$ cat config.mk
export PLATFORM = sky130hd
export DESIGN_NAME = urc_rx_ctl
export DESIGN_NICKNAME = d
export VERILOG_FILES = /design/src/common/urc_pkg.sv /design/src/urc_rx_ctl.sv /design/src/urc_sticky.sv
export SDC_FILE = /design/constraint.sdc
export NUM_CORES = 1
export LEC_CHECK = 0
export BUFFER_PORTS_ARGS = -buffer_cell sky130_fd_sc_hd__buf_2
export CORE_ASPECT_RATIO = 1.2
export CORE_MARGIN = 3
export CORE_UTILIZATION = 55
export DETAILED_ROUTE_END_ITERATION = 12
export PLACE_DENSITY_LB_ADDON = 0.1
export RECOVER_POWER = 50
export SLEW_MARGIN = 10
export SYNTH_ARGS = -nofsm -noshare
export SYNTH_HDL_FRONTEND = slang
export SYNTH_SLANG_ARGS = --single-unit
$ cat constraint.sdc
create_clock -name clk -period 4.3 [get_ports clk]
set_input_delay 0.86 -clock clk [delete_from_list [all_inputs] [get_ports clk]]
set_output_delay 0.86 -clock clk [all_outputs]
set_load 0.01 [all_outputs]
$ cat src/common/urc_pkg.sv
// constants shared by the usb receive control and status logic
// assumes a 10 MHz system clock and an 8-bit cpu memory bus
package urc_pkg;

   // ======================================================
   // register addresses on the cpu memory bus
   localparam logic [15:0] URC_RX_MODE_ADDR   = 16'hff66;
   localparam logic [15:0] URC_RX_STATUS_ADDR = 16'hff67;
   localparam logic [15:0] URC_RX_ENABLE_ADDR = 16'hff6d;

   // ======================================================
   // reset values and implemented bits
   localparam logic [7:0] URC_REG_RESET   = 8'h00;
   localparam logic [7:0] URC_ENABLE_BITS = 8'h01;
   localparam logic [7:0] URC_MODE_BITS   = 8'h07;
   localparam logic [7:0] URC_MASK_LIMIT  = 8'h11;

   // ======================================================
   // field positions
   localparam int URC_RXON_BIT      = 0;
   localparam int URC_WMASK_BIT     = 0;
   localparam int URC_SYNC_IRQ_BIT  = 1;
   localparam int URC_EDGE_MODE_BIT = 2;

   // status byte: packet flags low, sticky bus flags high
   localparam int URC_TOKEN_BIT   = 0;
   localparam int URC_DATA_BIT    = 1;
   localparam int URC_HS_BIT      = 2;
   localparam int URC_EOP_BIT     = 3;
   localparam int URC_RESET_BIT   = 4;
   localparam int URC_SE0_BIT     = 5;
   localparam int URC_RESUME_BIT  = 6;
   localparam int URC_RUNAWAY_BIT = 7;
   localparam int URC_PKT_FLAGS   = 3;
   localparam int URC_BUS_FLAGS   = 5;

   // ======================================================
   // timing
   localparam int URC_CLK_PERIOD_NS = 100;
   localparam int URC_RESET_MIN_NS  = 3000;
   localparam int URC_RUNAWAY_NS    = 85300;
   localparam logic [5:0] URC_RESET_MIN_CYC = 6'((URC_RESET_MIN_NS
      + URC_CLK_PERIOD_NS - 1) / URC_CLK_PERIOD_NS);
   localparam logic [9:0] URC_RUNAWAY_CYC = 10'((URC_RUNAWAY_NS
      + URC_CLK_PERIOD_NS - 1) / URC_CLK_PERIOD_NS);

   // ======================================================
   // line state seen by the single-ended receiver
   typedef enum logic [3:0] {
      URC_LINE_J   = 4'h1,
      URC_LINE_K   = 4'h2,
      URC_LINE_SE0 = 4'h4,
      URC_LINE_SE1 = 4'h8
   } urc_line_type;

endpackage

$ cat src/urc_rx_ctl.sv
// usb receiver enable, receive mode and packet receive status registers
// assumes an 8-bit cpu bus with byte and single-bit writes, packet
// events from the neighbouring receiver on clk, raw bus lines on pins
//
// How it works
// RL1: enable bit zero halts receiver, others zero
// RL2: reset, resume, idle eop always detected
// RL3: write mask blocks buffer writes above 11h
// RL4: sync enable gates receive status interrupt
// RL5: reset needs 3.0 us se0 or edge
// RL6: software sets edge mode only in suspend
// RL7: software rereads reset flag to confirm
// RL8: setup reception clears receive mode register
// RL9: packet flags set on pid, cleared on eop
// RL10: bus flags sticky, software clears, never sets
// RL11: usb clock past 85.3 us stops, flags
// RL12: reset or resume also sets runaway flag
// RL13: software clears runaway flag, never sets it
// RL14: reset gives se0+reset, resume gives resume+runaway
// RL15: status byte layout runaway down to token
// RL16: status byte access only, others bitwise too
// RL17: all three registers reset to zero
// RL18: setup token clears write mask and reservations
// RL19: receiver off stops packet flags setting, eop still clears
`timescale 1ns/100ps
module urc_rx_ctl
   import urc_pkg::*;
(
   input  wire logic        clk,
   input  wire logic        reset_n,
   input  wire logic [15:0] cpu_addr,
   input  wire logic        cpu_wr,
   input  wire logic [7:0]  cpu_wdata,
   input  wire logic        cpu_bit_wr,
   input  wire logic [2:0]  cpu_bit_sel,
   input  wire logic        cpu_bit_val,
   input  wire logic        cpu_rd,
   output logic      [7:0]  cpu_rdata,
   input  wire logic        usb_dp,
   input  wire logic        usb_dm,
   input  wire logic        token_pid_hit,
   input  wire logic        data_pid_hit,
   input  wire logic        handshake_pid_hit,
   input  wire logic        packet_eop,
   input  wire logic        setup_token_seen,
   input  wire logic        setup_reception,
   input  wire logic        usb_clk_running,
   input  wire logic        data_handshake_rx_irq,
   input  wire logic [7:0]  buf_wr_addr,
   output logic             buf_wr_allow,
   output logic             receiver_on,
   output logic             rx_buffer_write_mask,
   output logic             sync_status_irq_enable,
   output logic             reset_detect_edge_mode,
   output logic             sync_status_irq,
   output logic             usb_clk_stop,
   output logic             clear_tx_reservations,
   output logic             clear_data_nak_enable
);

   // ======================================================
   // declarations
   logic [7:0]                 enable_reg;
   logic [7:0]                 mode_reg;
   logic [URC_PKT_FLAGS-1:0]   pkt_flags;
   logic [URC_BUS_FLAGS-1:0]   bus_flags;
   logic [URC_PKT_FLAGS-1:0]   pkt_set;
   logic [URC_PKT_FLAGS-1:0]   pkt_clear;
   logic [URC_BUS_FLAGS-1:0]   bus_set;
   logic [URC_BUS_FLAGS-1:0]   bus_clear;
   logic [7:0]                 status_byte;
   logic                       dp_meta;
   logic                       dp_sync;
   logic                       dm_meta;
   logic                       dm_sync;
   urc_line_type               line_now;
   urc_line_type               line_prev;
   logic [5:0]                 se0_cnt;
   logic [9:0]                 run_cnt;
   logic                       line_is_se0;
   logic                       se0_enter;
   logic                       eop_evt;
   logic                       resume_evt;
   logic                       j_to_se0;
   logic                       reset_level_evt;
   logic                       reset_evt;
   logic                       timer_expire;
   logic                       runaway_set;
   logic                       wr_enable;
   logic                       wr_mode;
   logic                       wr_status;
   logic                       bit_enable;
   logic                       bit_mode;
   logic [7:0]                 next_enable;
   logic [7:0]                 next_mode;

   // ======================================================
   // cpu write decode
   always_comb begin
      wr_enable  = 1'b0;
      wr_mode    = 1'b0;
      wr_status  = 1'b0;
      bit_enable = 1'b0;
      bit_mode   = 1'b0;
      if (cpu_addr == URC_RX_ENABLE_ADDR) begin
         wr_enable  = cpu_wr;
         bit_enable = cpu_bit_wr;
      end else if (cpu_addr == URC_RX_MODE_ADDR) begin
         wr_mode  = cpu_wr;
         bit_mode = cpu_bit_wr;
      end else if (cpu_addr == URC_RX_STATUS_ADDR) begin
         // bit writes to the status byte are dropped
         wr_status = cpu_wr; // RL16
      end
   end

   // ======================================================
   // receiver enable register
   always_comb begin
      next_enable = enable_reg;
      if (wr_enable) begin
         next_enable = cpu_wdata & URC_ENABLE_BITS; // RL1
      end else if (bit_enable) begin
         next_enable[cpu_bit_sel] = cpu_bit_val; // RL16
         next_enable = next_enable & URC_ENABLE_BITS; // RL1
      end
   end

   always_ff @(posedge clk or negedge reset_n) begin
      if (!reset_n) begin
         enable_reg <= URC_REG_RESET; // RL17
      end else begin
         enable_reg <= next_enable;
      end
   end

   assign receiver_on = enable_reg[URC_RXON_BIT];

   // ======================================================
   // receive mode register
   always_comb begin
      next_mode = mode_reg;
      if (wr_mode) begin
         next_mode = cpu_wdata & URC_MODE_BITS;
      end else if (bit_mode) begin
         next_mode[cpu_bit_sel] = cpu_bit_val; // RL16
         next_mode = next_mode & URC_MODE_BITS;
      end
      // hardware clears beat a software write in the same cycle
      if (setup_reception) begin
         next_mode = URC_REG_RESET; // RL8
      end else if (setup_token_seen) begin
         next_mode[URC_WMASK_BIT] = 1'b0; // RL18
      end
   end

   always_ff @(posedge clk or negedge reset_n) begin
      if (!reset_n) begin
         mode_reg <= URC_REG_RESET; // RL17
      end else begin
         mode_reg <= next_mode;
      end
   end

   assign rx_buffer_write_mask   = mode_reg[URC_WMASK_BIT];
   assign sync_status_irq_enable = mode_reg[URC_SYNC_IRQ_BIT];
   assign reset_detect_edge_mode = mode_reg[URC_EDGE_MODE_BIT];

   // the edge mode is only safe in suspend; idle traffic would trip it
   // RL6 RL7

   // ======================================================
   // buffer write guard and synchronous interrupt
   always_comb begin
      buf_wr_allow = 1'b1;
      if (rx_buffer_write_mask && (buf_wr_addr > URC_MASK_LIMIT)) begin
         buf_wr_allow = 1'b0; // RL3
      end
   end

   // combinational so it rides in the same cycle as the receive irq
   assign sync_status_irq = data_handshake_rx_irq
                            & sync_status_irq_enable; // RL4

   // ======================================================
   // setup token side effects on neighbouring registers
   always_ff @(posedge clk or negedge reset_n) begin
      if (!reset_n) begin
         clear_tx_reservations <= 1'b0;
         clear_data_nak_enable <= 1'b0;
      end else begin
         clear_tx_reservations <= setup_token_seen; // RL18
         clear_data_nak_enable <= setup_token_seen; // RL18
      end
   end

   // ======================================================
   // line synchroniser and state tracking
   always_ff @(posedge clk or negedge reset_n) begin
      if (!reset_n) begin
         // reset to idle j so release does not fake an se0 entry
         dp_meta <= 1'b1;
         dp_sync <= 1'b1;
         dm_meta <= 1'b0;
         dm_sync <= 1'b0;
      end else begin
         dp_meta <= usb_dp;
         dp_sync <= dp_meta;
         dm_meta <= usb_dm;
         dm_sync <= dm_meta;
      end
   end

   always_comb begin
      case ({dp_sync, dm_sync})
         2'b10:   line_now = URC_LINE_J;
         2'b01:   line_now = URC_LINE_K;
         2'b00:   line_now = URC_LINE_SE0;
         default: line_now = URC_LINE_SE1;
      endcase
   end

   always_ff @(posedge clk or negedge reset_n) begin
      if (!reset_n) begin
         line_prev <= URC_LINE_J;
      end else begin
         line_prev <= line_now;
      end
   end

   // ======================================================
   // bus transition events, never gated by the receiver enable
   assign line_is_se0 = (line_now == URC_LINE_SE0);
   assign se0_enter   = line_is_se0 && (line_prev != URC_LINE_SE0); // RL2
   assign eop_evt     = (line_prev == URC_LINE_SE0)
                        && (line_now == URC_LINE_J); // RL2
   assign resume_evt  = (line_prev == URC_LINE_J)
                        && (line_now == URC_LINE_K); // RL2
   assign j_to_se0    = (line_prev == URC_LINE_J) && line_is_se0;

   // counts se0 cycles, saturating, so one reset per se0 period
   always_ff @(posedge clk or negedge reset_n) begin
      if (!reset_n) begin
         se0_cnt <= '0;
      end else if (!line_is_se0) begin
         se0_cnt <= '0;
      end else if (se0_cnt != URC_RESET_MIN_CYC) begin
         se0_cnt <= se0_cnt + 6'h01;
      end
   end

   assign reset_level_evt = line_is_se0
                            && (se0_cnt == URC_RESET_MIN_CYC - 6'h01);
   assign reset_evt = reset_detect_edge_mode ? j_to_se0
                                             : reset_level_evt; // RL5

   // ======================================================
   // usb clock runaway timer
   always_ff @(posedge clk or negedge reset_n) begin
      if (!reset_n) begin
         run_cnt <= '0;
      end else if (!usb_clk_running) begin
         run_cnt <= '0;
      end else if (run_cnt != URC_RUNAWAY_CYC) begin
         run_cnt <= run_cnt + 10'h001;
      end
   end

   assign timer_expire = usb_clk_running
                         && (run_cnt == URC_RUNAWAY_CYC - 10'h001); // RL11

   always_ff @(posedge clk or negedge reset_n) begin
      if (!reset_n) begin
         usb_clk_stop <= 1'b0;
      end else begin
         usb_clk_stop <= timer_expire; // RL11
      end
   end

   assign runaway_set = timer_expire | reset_evt | resume_evt; // RL12

   // ======================================================
   // status flags
   always_comb begin
      pkt_set   = '0;
      pkt_clear = '0;
      if (receiver_on) begin
         pkt_set = {handshake_pid_hit, data_pid_hit, token_pid_hit}; // RL19
      end
      if (packet_eop || eop_evt) begin
         pkt_clear = '1; // RL9
      end
   end

   // reset raises se0 too, resume raises its own flag and runaway
   assign bus_set = {runaway_set, resume_evt, se0_enter, reset_evt,
                     eop_evt}; // RL14
   // writing zero clears; writing one leaves a flag alone
   assign bus_clear = wr_status ? ~cpu_wdata[URC_RUNAWAY_BIT:URC_EOP_BIT]
                                : '0; // RL10 RL13

   urc_sticky #(
      .WIDTH (URC_PKT_FLAGS)
   ) u_pkt_flags (
      .clk     (clk),
      .reset_n (reset_n),
      .set     (pkt_set),
      .clear   (pkt_clear),
      .flag    (pkt_flags)
   ); // RL9

   urc_sticky #(
      .WIDTH (URC_BUS_FLAGS)
   ) u_bus_flags (
      .clk     (clk),
      .reset_n (reset_n),
      .set     (bus_set),
      .clear   (bus_clear),
      .flag    (bus_flags)
   ); // RL10

   assign status_byte = {bus_flags, pkt_flags}; // RL15

   // ======================================================
   // read port, answered one cycle after the request
   always_ff @(posedge clk or negedge reset_n) begin
      if (!reset_n) begin
         cpu_rdata <= URC_REG_RESET;
      end else if (!cpu_rd) begin
         cpu_rdata <= URC_REG_RESET;
      end else if (cpu_addr == URC_RX_ENABLE_ADDR) begin
         cpu_rdata <= enable_reg;
      end else if (cpu_addr == URC_RX_MODE_ADDR) begin
         cpu_rdata <= mode_reg;
      end else if (cpu_addr == URC_RX_STATUS_ADDR) begin
         cpu_rdata <= status_byte;
      end else begin
         cpu_rdata <= URC_REG_RESET;
      end
   end

   // ======================================================
   // checks
   mask_guard_a: assert property ( // RL3
      @(posedge clk) disable iff (!reset_n)
      (rx_buffer_write_mask && buf_wr_addr > URC_MASK_LIMIT)
         |-> !buf_wr_allow)
      else $error("masked buffer write was allowed");

   sync_irq_a: assert property ( // RL4
      @(posedge clk) disable iff (!reset_n)
      (data_handshake_rx_irq && !mode_reg[URC_SYNC_IRQ_BIT])
         |-> !sync_status_irq)
      else $error("sync interrupt raised while disabled");

   setup_clear_a: assert property ( // RL8
      @(posedge clk) disable iff (!reset_n)
      setup_reception |=> (mode_reg == URC_REG_RESET))
      else $error("setup reception left receive mode set");

   setup_mask_a: assert property ( // RL18
      @(posedge clk) disable iff (!reset_n)
      setup_token_seen |=> (!rx_buffer_write_mask
                            && clear_tx_reservations
                            && clear_data_nak_enable))
      else $error("setup token did not clear mask and reservations");

   level_reset_a: assert property ( // RL5
      @(posedge clk) disable iff (!reset_n)
      (reset_evt && !reset_detect_edge_mode)
         |-> $past(line_is_se0, 29))
      else $error("reset taken on a short se0 period");

   edge_reset_a: assert property ( // RL5
      @(posedge clk) disable iff (!reset_n)
      (reset_detect_edge_mode && line_prev == URC_LINE_J
       && line_is_se0) |=> (bus_flags[1] && bus_flags[4]))
      else $error("edge mode missed reset or runaway flag");

   idle_eop_a: assert property ( // RL2
      @(posedge clk) disable iff (!reset_n)
      (eop_evt && !receiver_on) |=> bus_flags[0])
      else $error("eop not seen while receiver halted");

   flag_hold_a: assert property ( // RL10
      @(posedge clk) disable iff (!reset_n)
      (bus_flags[0] && !wr_status) |=> bus_flags[0])
      else $error("eop flag dropped without a software clear");

   no_sw_set_a: assert property ( // RL13
      @(posedge clk) disable iff (!reset_n)
      (wr_status && !bus_flags[4] && !runaway_set)
         |=> !bus_flags[4])
      else $error("software write set the runaway flag");

   runaway_stop_a: assert property ( // RL11
      @(posedge clk) disable iff (!reset_n)
      timer_expire |=> (usb_clk_stop && bus_flags[4])
                       ##1 !usb_clk_stop)
      else $error("runaway timer did not stop clock and flag");

   resume_flags_a: assert property ( // RL14
      @(posedge clk) disable iff (!reset_n)
      resume_evt |=> (bus_flags[3] && bus_flags[4]))
      else $error("resume did not set resume and runaway flags");

   rx_off_a: assert property ( // RL19
      @(posedge clk) disable iff (!reset_n)
      (!receiver_on && !pkt_flags[0] && token_pid_hit)
         |=> !pkt_flags[0])
      else $error("packet flag set while receiver halted");

   pkt_clear_a: assert property ( // RL9
      @(posedge clk) disable iff (!reset_n)
      (packet_eop && !(receiver_on && token_pid_hit))
         |=> !pkt_flags[0])
      else $error("token flag survived eop");

endmodule

$ cat src/urc_sticky.sv
// sticky flag group: hardware sets, a clear request drops the bit
// assumes set and clear come from logic on the same clock
`timescale 1ns/100ps
module urc_sticky #(
   parameter int WIDTH = 1
) (
   input  wire logic             clk,
   input  wire logic             reset_n,
   input  wire logic [WIDTH-1:0] set,
   input  wire logic [WIDTH-1:0] clear,
   output logic      [WIDTH-1:0] flag
);

   // a set in the same cycle as its clear wins so no event is lost
   always_ff @(posedge clk or negedge reset_n) begin
      if (!reset_n) begin
         flag <= '0;
      end else begin
         flag <= set | (flag & ~clear);
      end
   end

endmodule

==> flow_summary.toml <==
[synth]
netlist_top_cells_count = "dfrtp_1, nand2_1, nor2_1"
ys_seq_elements = 46
syn_nets = 269
ys.flop_type = "dfrtp_1"
syn_avg_cell_area_um2 = 10.36
ys_seq_area_share_pct = 52.56
async_flop_share_pct = 100.0
ys_warn_count = 0
ys_top_cells_by_area = "dfrtp_1, dfstp_2, ha_1"
synth.most_common_cell = "dfrtp_1"
synthCells = 212
synth_top_area_share_pct = 48.97
syn_area_um2 = 2197
yosysTopAreaCell = "dfrtp_1"
ys_types = 44
synth_edf_count = 0

[placed_design]
dp.final_hpwl_um = 3407
placed_area_um2 = 2574
place_congestion = 0.9286
port_buffers = 66

[floorplan]
die_w_um = 63.70
rows = 24
core-area_um2 = 3724
io_pins = 68
start_util_pct = 59.01
die_h_um = 75.24
die-area_um2 = 4792

[final_layout]
antenna_cells = 0
drive_above_1_share_pct = 28.01
largestRegisters = "run_cnt x10, cpu_rdata x8, se0_cnt x6"
nets = 338
largest-register = "run_cnt"
largest_register_ffs = 10
fin_area_um2 = 2664
areaGrowthSynthToFinish_pct = 21.24

[critical_path]
cp_cell_sequence = "clkbuf_1"
path_class = "input port to async pin"
critPathSlowestCell = "clkbuf_1"
critical_path.max_stage_delay_ns = 1.62
r2r_setup_slack_ns = 2.71
critical_path.n_buffers_inverters = 1
critPathTopFamily = "buffers and inverters"
start_kind = "input port"
cp_max_fo = 46
end_kind = "async pin"
cp.required_ns = 4.23
cp.arrival_ns = 2.50

[drt]
drt_iter0_drc = 93
antenna_left = 0
wl_per_cell_um = 13.31
wl_um = 4446
via_count = 1811
dr.pass1.iters = 4
drcViolationCount = 0
via_per_inst = 5.422

[timing]
rsz0062_at_grt = "no"
setup_viol = 0
period_minus_slack_ns = 2.569
finalCritPeriodShare_pct = 59.74
fmax_mhz = 389.3
relSlewSlack_pct = -54.09
drv_slew = 47
clock_skew_ns = 0.01162
fin_setup_tns_ns = 0
hold_viol = 0
worst_slew_pin_slew_ns = 2.311

[cts]
clkLatencyLatePin_ns = 0.30
cts_buffer_depth = 2
cts_setup_buffers = 0
cts_tree = "yes"
hold_buffers = 0
cts_buffers = 5
htreeDepth = 2
clockRootBuffer = "clkbuf_8"
cts_resized = 0
cts_sinks = 46
clk_pin_slew_ns = 0.08

[outcome]
violations = "capacitance limit, slew limit"
outcome = "finished with violations"

[job]
maxCapViolCount = 1

[pwr]
power_leakage_nw = 1.253
p_per_area_nw_per_um2 = 291.0
peakVddDrop_mv = 0.3088

[global_routing]
grt_pass1_vias = 1715
grt_use_total_pct = 19.71
grt_max_degree = 47
antenna_found_initial = 0
grt_first_pass_wirelength_um = 7383
grt_overflow = 0

[min_path]
hold_class = "flop to flop"
## cells by family (layout without fill, tap and decap cells)
logic type	Yosys count	in the layout	share of synthesized area [%]
AO/OA/AOI/OAI	37	37	10.59
XOR/XNOR	9	9	3.588
adder cells (fa/ha/maj)	6	6	3.417
AND/OR/NAND/NOR	102	102	27.62
flip-flops	46	46	52.56
buffers and inverters	12	82	2.221
## area by class of cell
cell class	count	area, um^2
sequential	46	1155
fill	318	1060
timing repair buffer	66	327.8
inverter	8	30.03
clock inverter	3	23.77
multi-input combinational	154	993.5
tap	52	65.06
clock buffer	5	68.82
## power breakdown
| part | internal, mW | switching, mW | leakage (nW) |
|---|---|---|---|
| Combinational | 0.0291 | 0.0340 | 0.620 |
| Sequential | 0.441 | 0.00661 | 0.592 |
| Clock | 0.116 | 0.149 | 0.0408 |
| Total | 0.586 | 0.189 | 1.25 |
## cell usage in the layout (no fill, tap or decap), types with 2 or more instances in the layout
cell / instances
dfrtp_1: 43
nand4b_1: 3
xnor2_1: 8
a22o_1: 3
or4bb_1: 2
and2_1: 5
a21boi_0: 2
nor3b_1: 3
nor3_1: 4
clkbuf_1: 2
buf_2: 64
nand3_1: 14
and2_0: 5
inv_1: 8
clkbuf_8: 5
dfstp_2: 2
clkinvlp_4: 2
nand4_1: 2
nor4_1: 2
nor2_1: 15
nor2b_1: 4
a21oi_1: 6
and3_1: 10
nand2b_1: 3
nand2_1: 18
ha_1: 6
a22oi_1: 2
a31oi_1: 4
a211oi_1: 3
o22ai_1: 2
o21ai_0: 12
## stage by stage
| step | hold WS, ns | total power [mW] | cells | util (%) | setup slack [ns] |
|---|---|---|---|---|---|
| floorplan | 0.3312 | 0.4799 | 212 | - | 1.868 |
| global placement | 0.3333 | 0.5171 | 326 | 69.12 | 1.820 |
| detailed placement | 0.3347 | 0.5198 | 326 | 69.12 | 1.819 |
| CTS | 0.3547 | 0.7830 | 334 | 71.61 | 1.809 |
| global route | 0.3713 | 0.8117 | 334 | 71.54 | 1.325 |
| finish | 0.3538 | 0.7752 | 334 | 71.54 | 1.731 |
## final timing paths
path / end / depth (start not counted) / startpoint
max: run_cnt[0] / 1 / reset_n
min: dm_sync / 0 / dm_meta
max reg2reg: u_pkt_flags.flag[2] / 4 / line_prev[1]
min reg2reg: dm_sync / 0 / dm_meta
max in group clk: buf_wr_allow / 4 / buf_wr_addr[2]
min in group asynchronous: cpu_rdata[7] / 1 / reset_n
## per-layer routing
metal  global-route usage, %  part of all wire (%)
met2                   36.31                    49
met4                   7.434                  0.81
met3                   4.030                   7.5
met5                       0                     0
met1                   22.82                    43
Power figures use the tool's default switching activity.
